File: config.mk
export PLATFORM = sky130hd
export DESIGN_NAME = urx_core
export DESIGN_NICKNAME = d
export VERILOG_FILES = /design/src/urx_pkg.sv /design/src/urx_core.sv
export SDC_FILE = /design/constraint.sdc
export NUM_CORES = 1
export LEC_CHECK = 0
export BUFFER_PORTS_ARGS = -buffer_cell sky130_fd_sc_hd__buf_2
export CORE_MARGIN = 2
export CORE_UTILIZATION = 50
export CTS_BUF_LIST = sky130_fd_sc_hd__clkbuf_4
export DETAILED_ROUTE_END_ITERATION = 8
export GPL_ROUTABILITY_DRIVEN = 0
export PLACE_DENSITY = 0.77
export SLEW_MARGIN = 40
export SYNTH_ARGS = -nofsm -noshare
export SYNTH_HDL_FRONTEND = slang
export SYNTH_SLANG_ARGS = --single-unit
File: constraint.sdc
create_clock -name clk_i -period 2 [get_ports clk_i]
set_clock_uncertainty 0.1 [all_clocks]
set_input_delay 0.2 -clock clk_i [delete_from_list [all_inputs] [get_ports clk_i]]
set_output_delay 0.2 -clock clk_i [all_outputs]
set_load 0.02 [all_outputs]
File: src/urx_pkg.sv
package urx_pkg;

  // ----------------------------------------------------------------
  // Register map, byte addresses on the bus
  // ----------------------------------------------------------------
  localparam logic [7:0] ADR_CTRL1 = 8'h00; // serial_control_one
  localparam logic [7:0] ADR_CTRL2 = 8'h04; // serial_control_two
  localparam logic [7:0] ADR_CTRL3 = 8'h08; // serial_control_three
  localparam logic [7:0] ADR_STAT  = 8'h0C; // serial_status_one
  localparam logic [7:0] ADR_DATA  = 8'h10; // serial_data_buffer
  localparam logic [7:0] ADR_BRK   = 8'h14; // break_flag_control_reg
  localparam logic [7:0] ADR_BAUD  = 8'h18; // RT clock divisor

  // ----------------------------------------------------------------
  // Field positions
  // ----------------------------------------------------------------
  localparam int C1_ENABLE  = 6;
  localparam int C1_NINE    = 4;
  localparam int C1_WAKE    = 3;
  localparam int C1_IDLE_TY = 2;
  localparam int C1_PAR_EN  = 1;
  localparam int C1_PAR_ODD = 0;
  localparam int C2_FULL_IE = 5;
  localparam int C2_IDLE_IE = 4;
  localparam int C2_RX_EN   = 2;
  localparam int C2_STANDBY = 1;
  localparam int BRK_BREAK_CLEAR_ENABLE   = 7;

  // ----------------------------------------------------------------
  // Reset values and masks
  // ----------------------------------------------------------------
  localparam logic [6:0]  CTRL1_RST = 7'h00;
  localparam logic [6:0]  C1_WMASK  = 7'h5F;
  localparam logic [3:0]  CTRL3_RST = 4'h0;
  localparam int          BAUD_W    = 16;
  localparam logic [15:0] BAUD_RST  = 16'h001A;

  // ----------------------------------------------------------------
  // Timing in RT cycles
  // ----------------------------------------------------------------
  localparam int         RT_PER_BIT  = 16;
  localparam int         IDLE_BITS_8 = 10;
  localparam int         IDLE_BITS_9 = 11;
  localparam logic [7:0] IDLE_LAST_8 = 8'(IDLE_BITS_8 * RT_PER_BIT - 1);
  localparam logic [7:0] IDLE_LAST_9 = 8'(IDLE_BITS_9 * RT_PER_BIT - 1);
  localparam logic [3:0] RT_S3       = 4'h2;
  localparam logic [3:0] RT_S5       = 4'h4;
  localparam logic [3:0] RT_S7       = 4'h6;
  localparam logic [3:0] RT_S8       = 4'h7;
  localparam logic [3:0] RT_S9       = 4'h8;
  localparam logic [3:0] RT_S10      = 4'h9;
  localparam logic [3:0] RT_LAST     = 4'hF;
  localparam logic [3:0] STOP_IDX_8  = 4'h9;
  localparam logic [3:0] STOP_IDX_9  = 4'hA;
  localparam logic [7:0] STOP_RT_8   =
    8'(int'(STOP_IDX_8) * RT_PER_BIT + int'(RT_S10) + 1);
  localparam logic [7:0] STOP_RT_9   =
    8'(int'(STOP_IDX_9) * RT_PER_BIT + int'(RT_S10) + 1);

  // ----------------------------------------------------------------
  // Types
  // ----------------------------------------------------------------
  typedef enum logic [1:0] {
    URX_SEARCH = 2'b00,
    URX_START  = 2'b01,
    URX_FRAME  = 2'b10
  } urx_state_t;

  typedef struct packed {
    logic rx_full;
    logic idle;
    logic overrun;
    logic noise;
    logic framing;
    logic parity;
  } urx_flags_t;

endpackage : urx_pkg

File: src/urx_core.sv
// Overview of operation
// RL1 - Standby bit set: receiver sleeps and all receiver interrupts stay off.
// RL2 - Address-mark wake: character with MSB one clears the standby bit.
// RL3 - The waking address character is delivered and sets receive-full.
// RL4 - Idle-line wake: an idle character clears the standby bit.
// RL5 - The waking idle character sets neither idle nor receive-full.
// RL6 - Idle-type bit picks idle counting after start bit or stop bit.
// RL7 - Idle wake mode: standby set on an idle line wakes again.
// RL8 - Character into buffer sets receive-full; enabled, it interrupts.
// RL9 - Idle flag after 10 or 11 ones; interrupts when enabled.
// RL10 - Character done while buffer full: overrun, old kept, new lost.
// RL11 - Each error flag interrupts only with its own enable set.
// RL12 - Sample disagreement on start, data or stop bit sets noise.
// RL13 - A zero where the stop bit belongs sets framing error.
// RL14 - Parity mismatch under odd or even setting sets parity error.
// RL15 - Nine-bit stop samples end ten bit times plus ten RT cycles.
// RL16 - Runs in wait mode; enabled requests can end wait mode.
// RL17 - Stop mode halts the block with all registers preserved.
// RL18 - Break clear-enable set: flags cleared in break stay cleared.
// RL19 - Break clear-enable clear: accesses in break leave flags unchanged.
// RL20 - Two-step clear armed before break holds; second step clears.
// RL21 - Enabled module forces transmit pin output, receive pin input.
// RL22 - Receive line sampled on an RT clock at sixteen times baud.
// RL23 - Stop bit by majority of RT8..RT10; mixed noise, zero framing.
// RL24 - Wake-method bit: one is address mark, zero is idle line.
// RL25 - Length bit: zero for eight data bits, one for nine.
// RL26 - Remote transmitter keeps baud close enough for stop samples.

`timescale 1ns/1ps

module urx_core
  import urx_pkg::*;
(
  input  wire logic        clk_i,
  input  wire logic        rst_i,
  input  wire logic        wb_cyc_i,
  input  wire logic        wb_stb_i,
  input  wire logic        wb_we_i,
  input  wire logic [7:0]  wb_adr_i,
  input  wire logic [3:0]  wb_sel_i,
  input  wire logic [31:0] wb_dat_i,
  output logic      [31:0] wb_dat_o,
  output logic             wb_ack_o,
  input  wire logic        receive_pin_i,
  input  wire logic [1:0]  port_dir_i,
  input  wire logic        stop_mode_i,
  input  wire logic        debug_break_i,
  output logic             rx_irq_o,
  output logic             err_irq_o,
  output logic             wait_wake_o,
  output logic             transmit_pin_oe_o,
  output logic             receive_pin_oe_o
);

  // ----------------------------------------------------------------
  // Helper functions
  // ----------------------------------------------------------------

  // Majority vote of three samples.
  function automatic logic maj3(input logic [2:0] s);
    return (s[0] & s[1]) | (s[0] & s[2]) | (s[1] & s[2]);
  endfunction : maj3

  // High when the three samples do not all agree.
  function automatic logic mixed3(input logic [2:0] s);
    return (|s) & ~(&s);
  endfunction : mixed3

  // ----------------------------------------------------------------
  // State
  // ----------------------------------------------------------------
  logic [6:0]        ctrl1;
  logic              full_ie;
  logic              idle_ie;
  logic              rx_enable;
  logic              rx_standby_bit;
  logic [3:0]        ctrl3;
  logic              break_clear_enable;
  logic [BAUD_W-1:0] baud_div;
  logic [BAUD_W-1:0] baud_cnt;
  urx_flags_t        flg;
  urx_flags_t        armed;
  logic [8:0]        serial_data_buffer;
  logic              rx_meta;
  logic              rx_sync;
  urx_state_t        state;
  logic [3:0]        rt_cnt;
  logic [3:0]        bit_idx;
  logic [1:0]        smp;
  logic [1:0]        ones;
  logic              nz_acc;
  logic [8:0]        shreg;
  logic [7:0]        idle_cnt;
  logic              idle_seen;

  // ----------------------------------------------------------------
  // Bus decode
  // ----------------------------------------------------------------

  // The access takes effect on the edge where ack is seen high.
  wire bus_req = wb_cyc_i & wb_stb_i;
  wire bus_do  = bus_req & wb_ack_o;
  wire wr_lo   = bus_do & wb_we_i & wb_sel_i[0];
  wire wr_hi   = bus_do & wb_we_i & wb_sel_i[1];
  wire rd_do   = bus_do & ~wb_we_i;
  wire hit_c1  = wb_adr_i == ADR_CTRL1;
  wire hit_c2  = wb_adr_i == ADR_CTRL2;
  wire hit_c3  = wb_adr_i == ADR_CTRL3;
  wire hit_st  = wb_adr_i == ADR_STAT;
  wire hit_dt  = wb_adr_i == ADR_DATA;
  wire hit_bk  = wb_adr_i == ADR_BRK;
  wire hit_bd  = wb_adr_i == ADR_BAUD;
  wire wr_c2   = wr_lo & hit_c2;

  // RL19 protected flags.
  // In a debug break, flag clearing is blocked unless software allows it.
  wire allow_clr = ~debug_break_i | break_clear_enable;
  // RL20 two-step clear.
  // Status read arms the clear, data read completes it.
  wire rd_stat   = rd_do & hit_st & allow_clr;
  wire rd_data   = rd_do & hit_dt & allow_clr;

  // Read data multiplexer; unmapped addresses read as zero.
  wire [31:0] rdata =
    hit_c1 ? {25'h0, ctrl1} :
    hit_c2 ? {26'h0, full_ie, idle_ie, 1'b0, rx_enable,
              rx_standby_bit, 1'b0} :
    hit_c3 ? {28'h0, ctrl3} :
    hit_st ? {26'h0, flg} :
    hit_dt ? {23'h0, serial_data_buffer} :
    hit_bk ? {24'h0, break_clear_enable, 7'h0} :
    hit_bd ? {16'h0, baud_div} : 32'h0;

  // ----------------------------------------------------------------
  // Control decode
  // ----------------------------------------------------------------
  wire module_enable_bit   = ctrl1[C1_ENABLE];
  wire nine_bit            = ctrl1[C1_NINE];
  wire wake_addr           = ctrl1[C1_WAKE];
  wire idle_count_type_bit = ctrl1[C1_IDLE_TY];
  wire parity_en           = ctrl1[C1_PAR_EN];
  wire parity_odd          = ctrl1[C1_PAR_ODD];
  wire rx_on               = module_enable_bit & rx_enable;

  // RL17 stop freeze.
  // Stop mode holds the divider, so the receiver sees no RT tick.
  wire run     = module_enable_bit & ~stop_mode_i;
  // RL22 RT clock.
  // One RT tick every baud_div+1 bus clocks, sixteen per bit.
  wire rt_tick = run & (baud_cnt == baud_div);

  // ----------------------------------------------------------------
  // Receiver decisions
  // ----------------------------------------------------------------
  wire [2:0] trio    = {smp, rx_sync};
  // RL23 majority vote.
  wire       bit_val = maj3(trio);
  wire       in_frm  = state == URX_FRAME;
  wire       start_edge = rt_tick & (state == URX_SEARCH)
                          & (ones == 2'h3) & ~rx_sync;
  wire       capture = rt_tick & (
                 ((state == URX_START) &
                  ((rt_cnt == RT_S3) | (rt_cnt == RT_S5))) |
                 (in_frm & ((rt_cnt == RT_S8) | (rt_cnt == RT_S9))));
  wire       decide  = rt_tick & in_frm & (rt_cnt == RT_S10);
  // RL25 character length.
  // RL15 stop position.
  wire [3:0] stop_idx = nine_bit ? STOP_IDX_9 : STOP_IDX_8;
  wire       done     = decide & (bit_idx == stop_idx);
  wire       shift    = decide & (bit_idx != 4'h0) & ~done;
  // RL12 noise detect.
  // A start bit that passes the RT7 check is still taken with any high sample, but flagged.
  wire       nz_now   = mixed3(trio) | ((bit_idx == 4'h0) & bit_val);
  wire       nz_total = nz_acc | nz_now;

  // Eight-bit characters sit one place high in the shift register.
  wire [8:0] data9 = nine_bit ? shreg : {1'b0, shreg[8:1]};
  wire       msb   = nine_bit ? data9[8] : data9[7];
  // RL14 parity check.
  wire       par_err = parity_en & ((^data9) != parity_odd);

  // RL24 wake method.
  // RL2 address wake.
  wire addr_wake = done & rx_standby_bit & wake_addr & msb;
  // RL3 address delivered.
  wire deliver   = done & (~rx_standby_bit | addr_wake);
  // RL10 overrun keeps buffer.
  wire load      = deliver & ~flg.rx_full;
  wire ovr       = deliver & flg.rx_full;

  // ----------------------------------------------------------------
  // Idle detection
  // ----------------------------------------------------------------

  // RL6 idle count start.
  // Counting after the stop bit avoids false idles inside a frame.
  wire       idle_ok   = ~idle_count_type_bit | (state == URX_SEARCH);
  // RL9 idle length.
  wire [7:0] idle_last = nine_bit ? IDLE_LAST_9 : IDLE_LAST_8;
  wire       idle_ev   = rt_tick & rx_on & rx_sync & idle_ok
                         & ~idle_seen & (idle_cnt == idle_last);
  // RL4 idle wake.
  // RL7 rewake on idle.
  wire idle_wake = rx_standby_bit & ~wake_addr & (idle_ev | idle_seen);
  // RL5 quiet wake.
  wire idle_set  = idle_ev & ~rx_standby_bit;

  // ----------------------------------------------------------------
  // Flag update
  // ----------------------------------------------------------------
  urx_flags_t flg_set;
  urx_flags_t flg_clr;
  urx_flags_t next_flg;

  // RL8 receive full.
  // RL13 framing error.
  assign flg_set  = {load, idle_set, ovr, load & nz_total,
                     load & ~bit_val, load & par_err};
  // RL18 clear in break.
  assign flg_clr  = rd_data ? armed : '0;
  // A hardware set in the clearing cycle wins over the clear.
  assign next_flg = flg_set | (flg & ~flg_clr);

  wire next_standby = wr_c2 ? wb_dat_i[C2_STANDBY]
                    : ((addr_wake | idle_wake) ? 1'b0 : rx_standby_bit);

  // RL1 standby quiet.
  // RL11 error enables.
  wire next_rx_irq  = ~rx_standby_bit &
                      ((flg.rx_full & full_ie) | (flg.idle & idle_ie));
  wire next_err_irq = ~rx_standby_bit &
                      (|({flg.overrun, flg.noise, flg.framing,
                          flg.parity} & ctrl3));

  // ----------------------------------------------------------------
  // Bus slave
  // ----------------------------------------------------------------

  // Ack follows one cycle after the request and drops the next cycle.
  always_ff @(posedge clk_i) begin
    if (rst_i) begin
      wb_ack_o <= 1'b0;
      wb_dat_o <= 32'h0;
    end else begin
      wb_ack_o <= bus_req & ~wb_ack_o;
      if (bus_req & ~wb_ack_o) begin
        wb_dat_o <= rdata;
      end
    end
  end

  // Software registers.
  always_ff @(posedge clk_i) begin
    if (rst_i) begin
      ctrl1              <= CTRL1_RST;
      full_ie            <= 1'b0;
      idle_ie            <= 1'b0;
      rx_enable          <= 1'b0;
      ctrl3              <= CTRL3_RST;
      break_clear_enable <= 1'b0;
      baud_div           <= BAUD_RST;
    end else begin
      if (wr_lo & hit_c1) begin
        ctrl1 <= wb_dat_i[6:0] & C1_WMASK;
      end
      if (wr_c2) begin
        full_ie <= wb_dat_i[C2_FULL_IE];
        idle_ie <= wb_dat_i[C2_IDLE_IE];
        // The receiver enable only takes a write while enabled.
        if (module_enable_bit) begin
          rx_enable <= wb_dat_i[C2_RX_EN];
        end
      end
      if (wr_lo & hit_c3) begin
        ctrl3 <= wb_dat_i[3:0];
      end
      if (wr_lo & hit_bk) begin
        break_clear_enable <= wb_dat_i[BRK_BREAK_CLEAR_ENABLE];
      end
      if (wr_lo & hit_bd) begin
        baud_div[7:0] <= wb_dat_i[7:0];
      end
      if (wr_hi & hit_bd) begin
        baud_div[15:8] <= wb_dat_i[15:8];
      end
    end
  end

  // Status flags, clear arming, standby and the receive buffer.
  always_ff @(posedge clk_i) begin
    if (rst_i) begin
      flg                <= '0;
      armed              <= '0;
      rx_standby_bit     <= 1'b0;
      serial_data_buffer <= 9'h000;
    end else begin
      flg            <= next_flg;
      rx_standby_bit <= next_standby;
      if (rd_stat) begin
        armed <= flg;
      end else if (rd_data) begin
        armed <= '0;
      end
      if (load) begin
        serial_data_buffer <= data9;
      end
    end
  end

  // ----------------------------------------------------------------
  // Receiver
  // ----------------------------------------------------------------

  // Two-stage synchroniser for the receive pin.
  always_ff @(posedge clk_i) begin
    if (rst_i) begin
      rx_meta <= 1'b1;
      rx_sync <= 1'b1;
    end else begin
      rx_meta <= receive_pin_i;
      rx_sync <= rx_meta;
    end
  end

  // RT divider; a divisor change applies at once to the count already running.
  always_ff @(posedge clk_i) begin
    if (rst_i | ~module_enable_bit) begin
      baud_cnt <= '0;
    end else if (run) begin
      baud_cnt <= rt_tick ? '0 : baud_cnt + 1'b1;
    end
  end

  // Frame sequencer: search, start verify at RT3/5/7, then bits.
  always_ff @(posedge clk_i) begin
    if (rst_i | ~rx_on) begin
      state   <= URX_SEARCH;
      rt_cnt  <= 4'h0;
      bit_idx <= 4'h0;
      ones    <= 2'h0;
      nz_acc  <= 1'b0;
    end else if (rt_tick) begin
      rt_cnt <= rt_cnt + 4'h1;
      unique case (state)
        URX_SEARCH: begin
          if (start_edge) begin
            state  <= URX_START;
            rt_cnt <= 4'h0;
            nz_acc <= 1'b0;
          end else if (~rx_sync) begin
            ones <= 2'h0;
          end else if (ones != 2'h3) begin
            ones <= ones + 2'h1;
          end
        end
        URX_START: begin
          if (rt_cnt == RT_S7) begin
            if (bit_val) begin
              state <= URX_SEARCH;
              ones  <= 2'h0;
            end else begin
              state   <= URX_FRAME;
              bit_idx <= 4'h0;
              nz_acc  <= mixed3(trio);
            end
          end
        end
        URX_FRAME: begin
          if (rt_cnt == RT_LAST) begin
            bit_idx <= bit_idx + 4'h1;
          end
          if (decide) begin
            nz_acc <= nz_total;
          end
          // A break leaves no stop bit, so new ones must be seen.
          if (done) begin
            state <= URX_SEARCH;
            ones  <= bit_val ? 2'h3 : 2'h0;
          end
        end
        default: begin
          state <= URX_SEARCH;
        end
      endcase
    end
  end

  // Sample history and data shift register, LSB first.
  always_ff @(posedge clk_i) begin
    if (rst_i) begin
      smp   <= 2'h0;
      shreg <= 9'h000;
    end else begin
      if (capture) begin
        smp <= {smp[0], rx_sync};
      end
      if (shift) begin
        shreg <= {bit_val, shreg[8:1]};
      end
    end
  end

  // Idle counter; any low sample restarts it.
  always_ff @(posedge clk_i) begin
    if (rst_i | ~rx_on) begin
      idle_cnt  <= 8'h00;
      idle_seen <= 1'b0;
    end else if (rt_tick) begin
      if (~rx_sync | ~idle_ok) begin
        idle_cnt <= 8'h00;
      end else if (~idle_seen) begin
        idle_cnt <= idle_cnt + 8'h01;
      end
      if (~rx_sync) begin
        idle_seen <= 1'b0;
      end else if (idle_ev) begin
        idle_seen <= 1'b1;
      end
    end
  end

  // ----------------------------------------------------------------
  // Outputs
  // ----------------------------------------------------------------

  // RL16 wait wake.
  // RL21 pin direction.
  always_ff @(posedge clk_i) begin
    if (rst_i) begin
      rx_irq_o          <= 1'b0;
      err_irq_o         <= 1'b0;
      wait_wake_o       <= 1'b0;
      transmit_pin_oe_o <= 1'b0;
      receive_pin_oe_o  <= 1'b0;
    end else begin
      rx_irq_o          <= next_rx_irq;
      err_irq_o         <= next_err_irq;
      wait_wake_o       <= next_rx_irq | next_err_irq;
      transmit_pin_oe_o <= module_enable_bit | port_dir_i[0];
      receive_pin_oe_o  <= ~module_enable_bit & port_dir_i[1];
    end
  end

  // Count of RT ticks since the start edge, read only by checks.
  logic [7:0] since_start;
  always_ff @(posedge clk_i) begin
    if (rst_i) begin
      since_start <= 8'h00;
    end else if (start_edge) begin
      since_start <= 8'h01;
    end else if (rt_tick & (since_start != 8'hFF)) begin
      since_start <= since_start + 8'h01;
    end
  end
endmodule : urx_core

Word level (Yosys, flattened, before mapping)
Index checks and enable logic that the tools add are counted.
{"block": "classes", "n_addsub": 5, "n_reduce_logical": 19, "n_bitwise": 97, "n_eq_ne": 32, "n_mux": 45}
{"op": "$mux 16", "n": 8}
{"op": "$and 1x1->1", "n": 59}
{"op": "$eq 8x5->1 const B", "n": 3}
{"op": "$mux 2", "n": 12}
{"op": "$mux 6", "n": 4}
{"op": "$mux 4", "n": 5}
{"op": "$or 1x1->1", "n": 18}
{"op": "$add 16x1->16 const B", "n": 1}
{"op": "$eq 16x16->1", "n": 1}
{"op": "$eq 8x4->1 const B", "n": 2}
{"op": "$mux 8", "n": 2}
{"op": "$not 1->1", "n": 16}
{"op": "$eq 4x3->1 const B", "n": 3}
{"op": "$eq 4x4->1 const B", "n": 3}
{"op": "$ne 2x1->1 const B", "n": 6}
{"op": "$pmux 2 s3", "n": 2}
{"op": "$ne 2x2->1 const B", "n": 5}
{"op": "$mux 1", "n": 9}
{"op": "$mux 9", "n": 1}
{"op": "$reduce_xor 9->1", "n": 1}
{"op": "$add 4x1->4 const B", "n": 2}
{"op": "$add 8x1->8 const B", "n": 1}
{"op": "$eq 8x3->1 const B", "n": 1}
{"op": "$eq 8x8->1", "n": 1}
{"op": "other kinds (27)", "n": 32}
{"block": "totals", "regBits": 141, "output_inout_bits": 38, "inputBits": 54, "wordCells": 239}

Logic depth before layout (Yosys ltp)
{"block": "depth", "depth_word": 14, "mapped_depth": 8, "mapped_depth_nobuf": 7}

Worst setup path after synthesis
No wires, ideal clock.
{"block": "synth_path", "path_type": "reg-to-reg", "from": "register baud_cnt[4]", "to": "register bit_idx[0]", "n_path_buf": 1, "setup_slack_ps": -155, "stages_incl_launch_ff": 7, "period_less_slack_ps": 2155, "setup_ps": 116, "required_ps": 1784, "arrival_ps": 1940, "path_cell_list": "dfxtp_1 > xnor2_1 > nand4_1 > or3_1 > clkbuf_1 > or4_1 > a31o_1"}
{"block": "synth_between", "elab_chain_cells": 3}
{"item": "from (decl)", "line_no": "urx_core.sv:80", "text": "logic [BAUD_W-1:0] baud_cnt;"}
{"item": "from (signal assigned)", "line_no": "urx_core.sv:330", "text": "baud_cnt <= rt_tick ? '0 : baud_cnt + 1'b1;"}
{"item": "$eq 16x16->1", "line_no": "urx_core.sv:150", "text": "wire rt_tick = run & (baud_cnt == baud_div);"}
{"item": "$and 1x1->1", "line_no": "urx_core.sv:150"}
{"item": "$reduce_and 5->1 (no source line)"}
{"item": "to (signal assigned)", "line_no": "urx_core.sv:370", "text": "bit_idx <= bit_idx + 4'h1;"}
{"item": "to (decl)", "line_no": "urx_core.sv:88", "text": "logic [3:0] bit_idx;"}
Every way passes these cells.
A chain may end at the register's enable or synchronous reset.

Final worst setup path
{"block": "layout_path", "from": "register bit_idx[1]", "to": "register state[1]"}
{"block": "layout_between", "elab_chain_cells": 4}
{"item": "$eq 4x4->1", "line_no": "urx_core.sv:169", "text": "wire done = decide & (bit_idx == stop_idx);"}
{"item": "$and 1x1->1", "line_no": "urx_core.sv:169"}
{"item": "$ne 2x1->1 (no source line)"}
{"item": "$reduce_and 4->1 (no source line)"}
{"item": "to (signal assigned)", "line_no": "urx_core.sv:337", "text": "state <= URX_SEARCH;"}
{"item": "to (signal assigned)", "line_no": "urx_core.sv:347", "text": "state <= URX_START;"}
{"item": "to (signal assigned)", "line_no": "urx_core.sv:359", "text": "state <= URX_SEARCH;"}
{"item": "to (decl)", "line_no": "urx_core.sv:86", "text": "urx_state_t state;"}
Every way passes these cells.

==> flow_metrics.tcl <==
set metrics [dict create \
    synth_edf_count 0 \
    finalSetupViolations 16 \
    wl_per_cell_um 17.18 \
    synth-seq-cells 125 \
    drt_iter0_drc 451 \
    antenna_left 0 \
    whs_path_depth 5 \
    rsz0062_at_grt "yes" \
    crit_path_end "state[1]" \
    crit_type "flop to flop" \
    grt_usage 0.2727 \
    place_hpwl_um 12490 \
    layout-drive-gt1-share 0.3102 \
    r2r_start "bit_idx[1]" \
    dr_total_vias 6477 \
    fill_cells 987 \
    finalPower_uw 4489 \
    cts_tree "yes" \
    synthMuxAreaShare 0.06576 \
    finalSetupTns_ns -0.5806 \
    dominantRegCellSynth "dfxtp_1" \
    status "finished with violations" \
    synthCells 766 \
    synth.distinct_cells 63 \
    synthAdderAreaFrac 0.02685 \
    synth_commonest_cells "dfxtp_1, nand2_1, nor2_1, a21oi_1, nand3_1" \
    fin_crit_ns 2.092 \
    cts_buffers 17 \
    numPortBuffers 57 \
    final_area_um2 8489 \
    fin_ws_ns -0.09245 \
    synth.most_common_cell "dfxtp_1" \
    areaGrowthSynthToFinish_pct 32.00 \
    clock_latency_ns 0.56 \
    cts_sinks 125 \
    cp_max_fo 4 \
    synth_top_area_frac 0.3891 \
    r2r_slack_ns -0.09 \
    die_w_um 117.4 \
    dr.pass1.iters 6 \
    fmax_mhz 477.9 \
    grt_start_max_net_pins 92 \
    p_per_area_nw_per_um2 528.7 \
    yosys-top-cells-area "dfxtp_1, mux2i_1, nand2_1" \
    cp_data_arrival_time_ns 2.49 \
    routed_wirelength_um 19310 \
    r2r-end "state[1]" \
    whs_ns 0.05364 \
    start_kind "flop" \
    hold_viol 0 \
    cts-htree-levels 4 \
    dieArea_um2 13790 \
    cts_buffer_depth 2 \
    finalMaxSlewViolations 0 \
    maxSlewHeadroom 0.6661 \
    synthArstFlopShare 0 \
    holdCritPathClass "input port to flop" \
    core_area_um2 12570 \
    dp_slack_ns -0.1337 \
    vdd_drop_max_uv 563.1 \
    cp-startpoint "bit_idx[1]" \
    syn-cell-area_um2 6431 \
    crit_path_end_kind "flop" \
    synth-simple-area-share 0.2572 \
    grt_pass1_wl_um 30440 \
    num_rows 41 \
    placed_cell_area_um2 7566 \
    cts-root-buf "clkbuf_4" \
    yosysSeqAreaShare 0.3891 \
    worst_pin_slew_ns 0.5008 \
    die_h_um 117.4 \
    syn_avg_cell_area_um2 8.396 \
    drc_errors 0 \
    antenna_found_initial 1 \
    grt_overflow 0 \
    cp.required_ns 2.40 \
    synth.yosys.warnings 0 \
    nets 1005 \
    power.leakage_uw 0.003237 \
    maxCapViolCount 0 \
    synth_xor_xnor_area_share 0.05311 \
    violations "setup timing" \
    initial_core_util 0.5117 \
    clk_pin_slew_ns 0.12 \
    grt_pass1_vias 6208 \
    synth_top_family_by_area "simple AND/OR/NAND/NOR gates" \
    finalCritPeriodShare 1.046 \
    r2r_cells 5 \
    synth_compound_area_frac 0.1553 \
    synth.largest_area_cell "dfxtp_1" \
    vias_per_cell 5.762 \
    pin_count 92 \
]
timing repair:
| item | CTS | global route |
|---|---|---|
| setup buffers | 4 | 3 |
| gates cloned | 0 | 1 |
| endpoints found under the hold margin | 36 | 0 |
| setup endpoints to repair | 46 | 64 |
| pin swaps | 15 | 25 |
| resized for setup | 27 | 52 |
| hold buffers | 26 | 0 |
power breakdown:
part | total [µW] | internal (µW) | switching [µW]
registers | 2510 | 2500 | 7.13
logic | 280 | 111 | 169
clock network | 1700 | 633 | 1070
logic make-up (layout without fill, tap and decap cells):
kind of cell    count (synthesis)  in the layout
buf+inv                        72            242
compound gates                155            155
xor+xnor                       39             39
flops                         125            125
other cells                     1             17
fa+ha+maj                      14             14
mux                            41             41
simple gates                  319            319
worst min-delay path by stage:
stage	startpoint	endpoint	slack (ns)
final	wb_adr_i[1]	wb_dat_o[10]	0.05
after global routing	wb_adr_i[1]	wb_dat_o[10]	0.03
after CTS	wb_adr_i[1]	wb_dat_o[9]	0.005
after detailed placement	receive_pin_i	rx_meta	0.29
after global placement	receive_pin_i	rx_meta	0.29
after floorplan	receive_pin_i	rx_meta	0.20
layer usage:
layer  routed length (µm)  global-route usage  up-vias
met5                    0                   0        -
met4                  425              0.1084        0
met3                 1151             0.05545       38
met2                 9709              0.4675      263
met1                 8022              0.3352     3093
li1                     -                   -     3083
cell usage in the layout (no fill, tap or decap), types with 8 or more instances in the layout:
cell,instances
buf_6,9
buf_4,101
nand3b_1,9
nand2b_1,17
dfxtp_1,99
conb_1,16
nor2_1,70
dfxtp_2,26
clkbuf_4,17
a21oi_1,49
mux2_2,10
xnor2_1,20
dlygate4sd3_1,26
o21ai_1,8
nand2_1,72
a22oi_1,11
mux2i_1,31
inv_1,10
nor3_1,17
nand3_1,41
xor2_1,12
buf_2,57
nand4_1,21
o21ai_0,24
flip-flops by register name (all words and copies together) (netlist names), 4 cells and up:
register,cells
ctrl3,4
bit_idx,4
shreg,9
baud_div,16
baud_cnt,16
ctrl1,6
armed,6
rt_cnt,4
flg,6
serial_data_buffer,9
wb_dat_o,16
idle_cnt,8
final cells by class:
class | count | area, µm² | area share
clock buffer | 17 | 127.6 | 0.01503
inverter | 14 | 52.55 | 0.006190
sequential | 125 | 2535 | 0.2986
multi-input combinational | 584 | 3954 | 0.4657
antenna | 1 | 2.502 | 0.0002948
timing repair buffer | 196 | 1465 | 0.1726
clock inverter | 15 | 137.6 | 0.01621
tap | 172 | 215.2 | 0.02535
critical path: stages, from the launching register on:
cell      delay (ns)
dfxtp_2         0.34
or3b_4          0.40
a211o_4         0.36
a2111o_1        0.39
or3_4           0.34
a21oi_2         0.11
stage by stage:
stage | std cells | utilization
after global routing | 1124 | 0.6755
after CTS | 1119 | 0.6555
final | 1124 | 0.6755
after detailed placement | 1057 | 0.6020
after floorplan | 781 | -
after global placement | 1057 | 0.6020
Note: power is estimated with default switching activity, not from simulation.
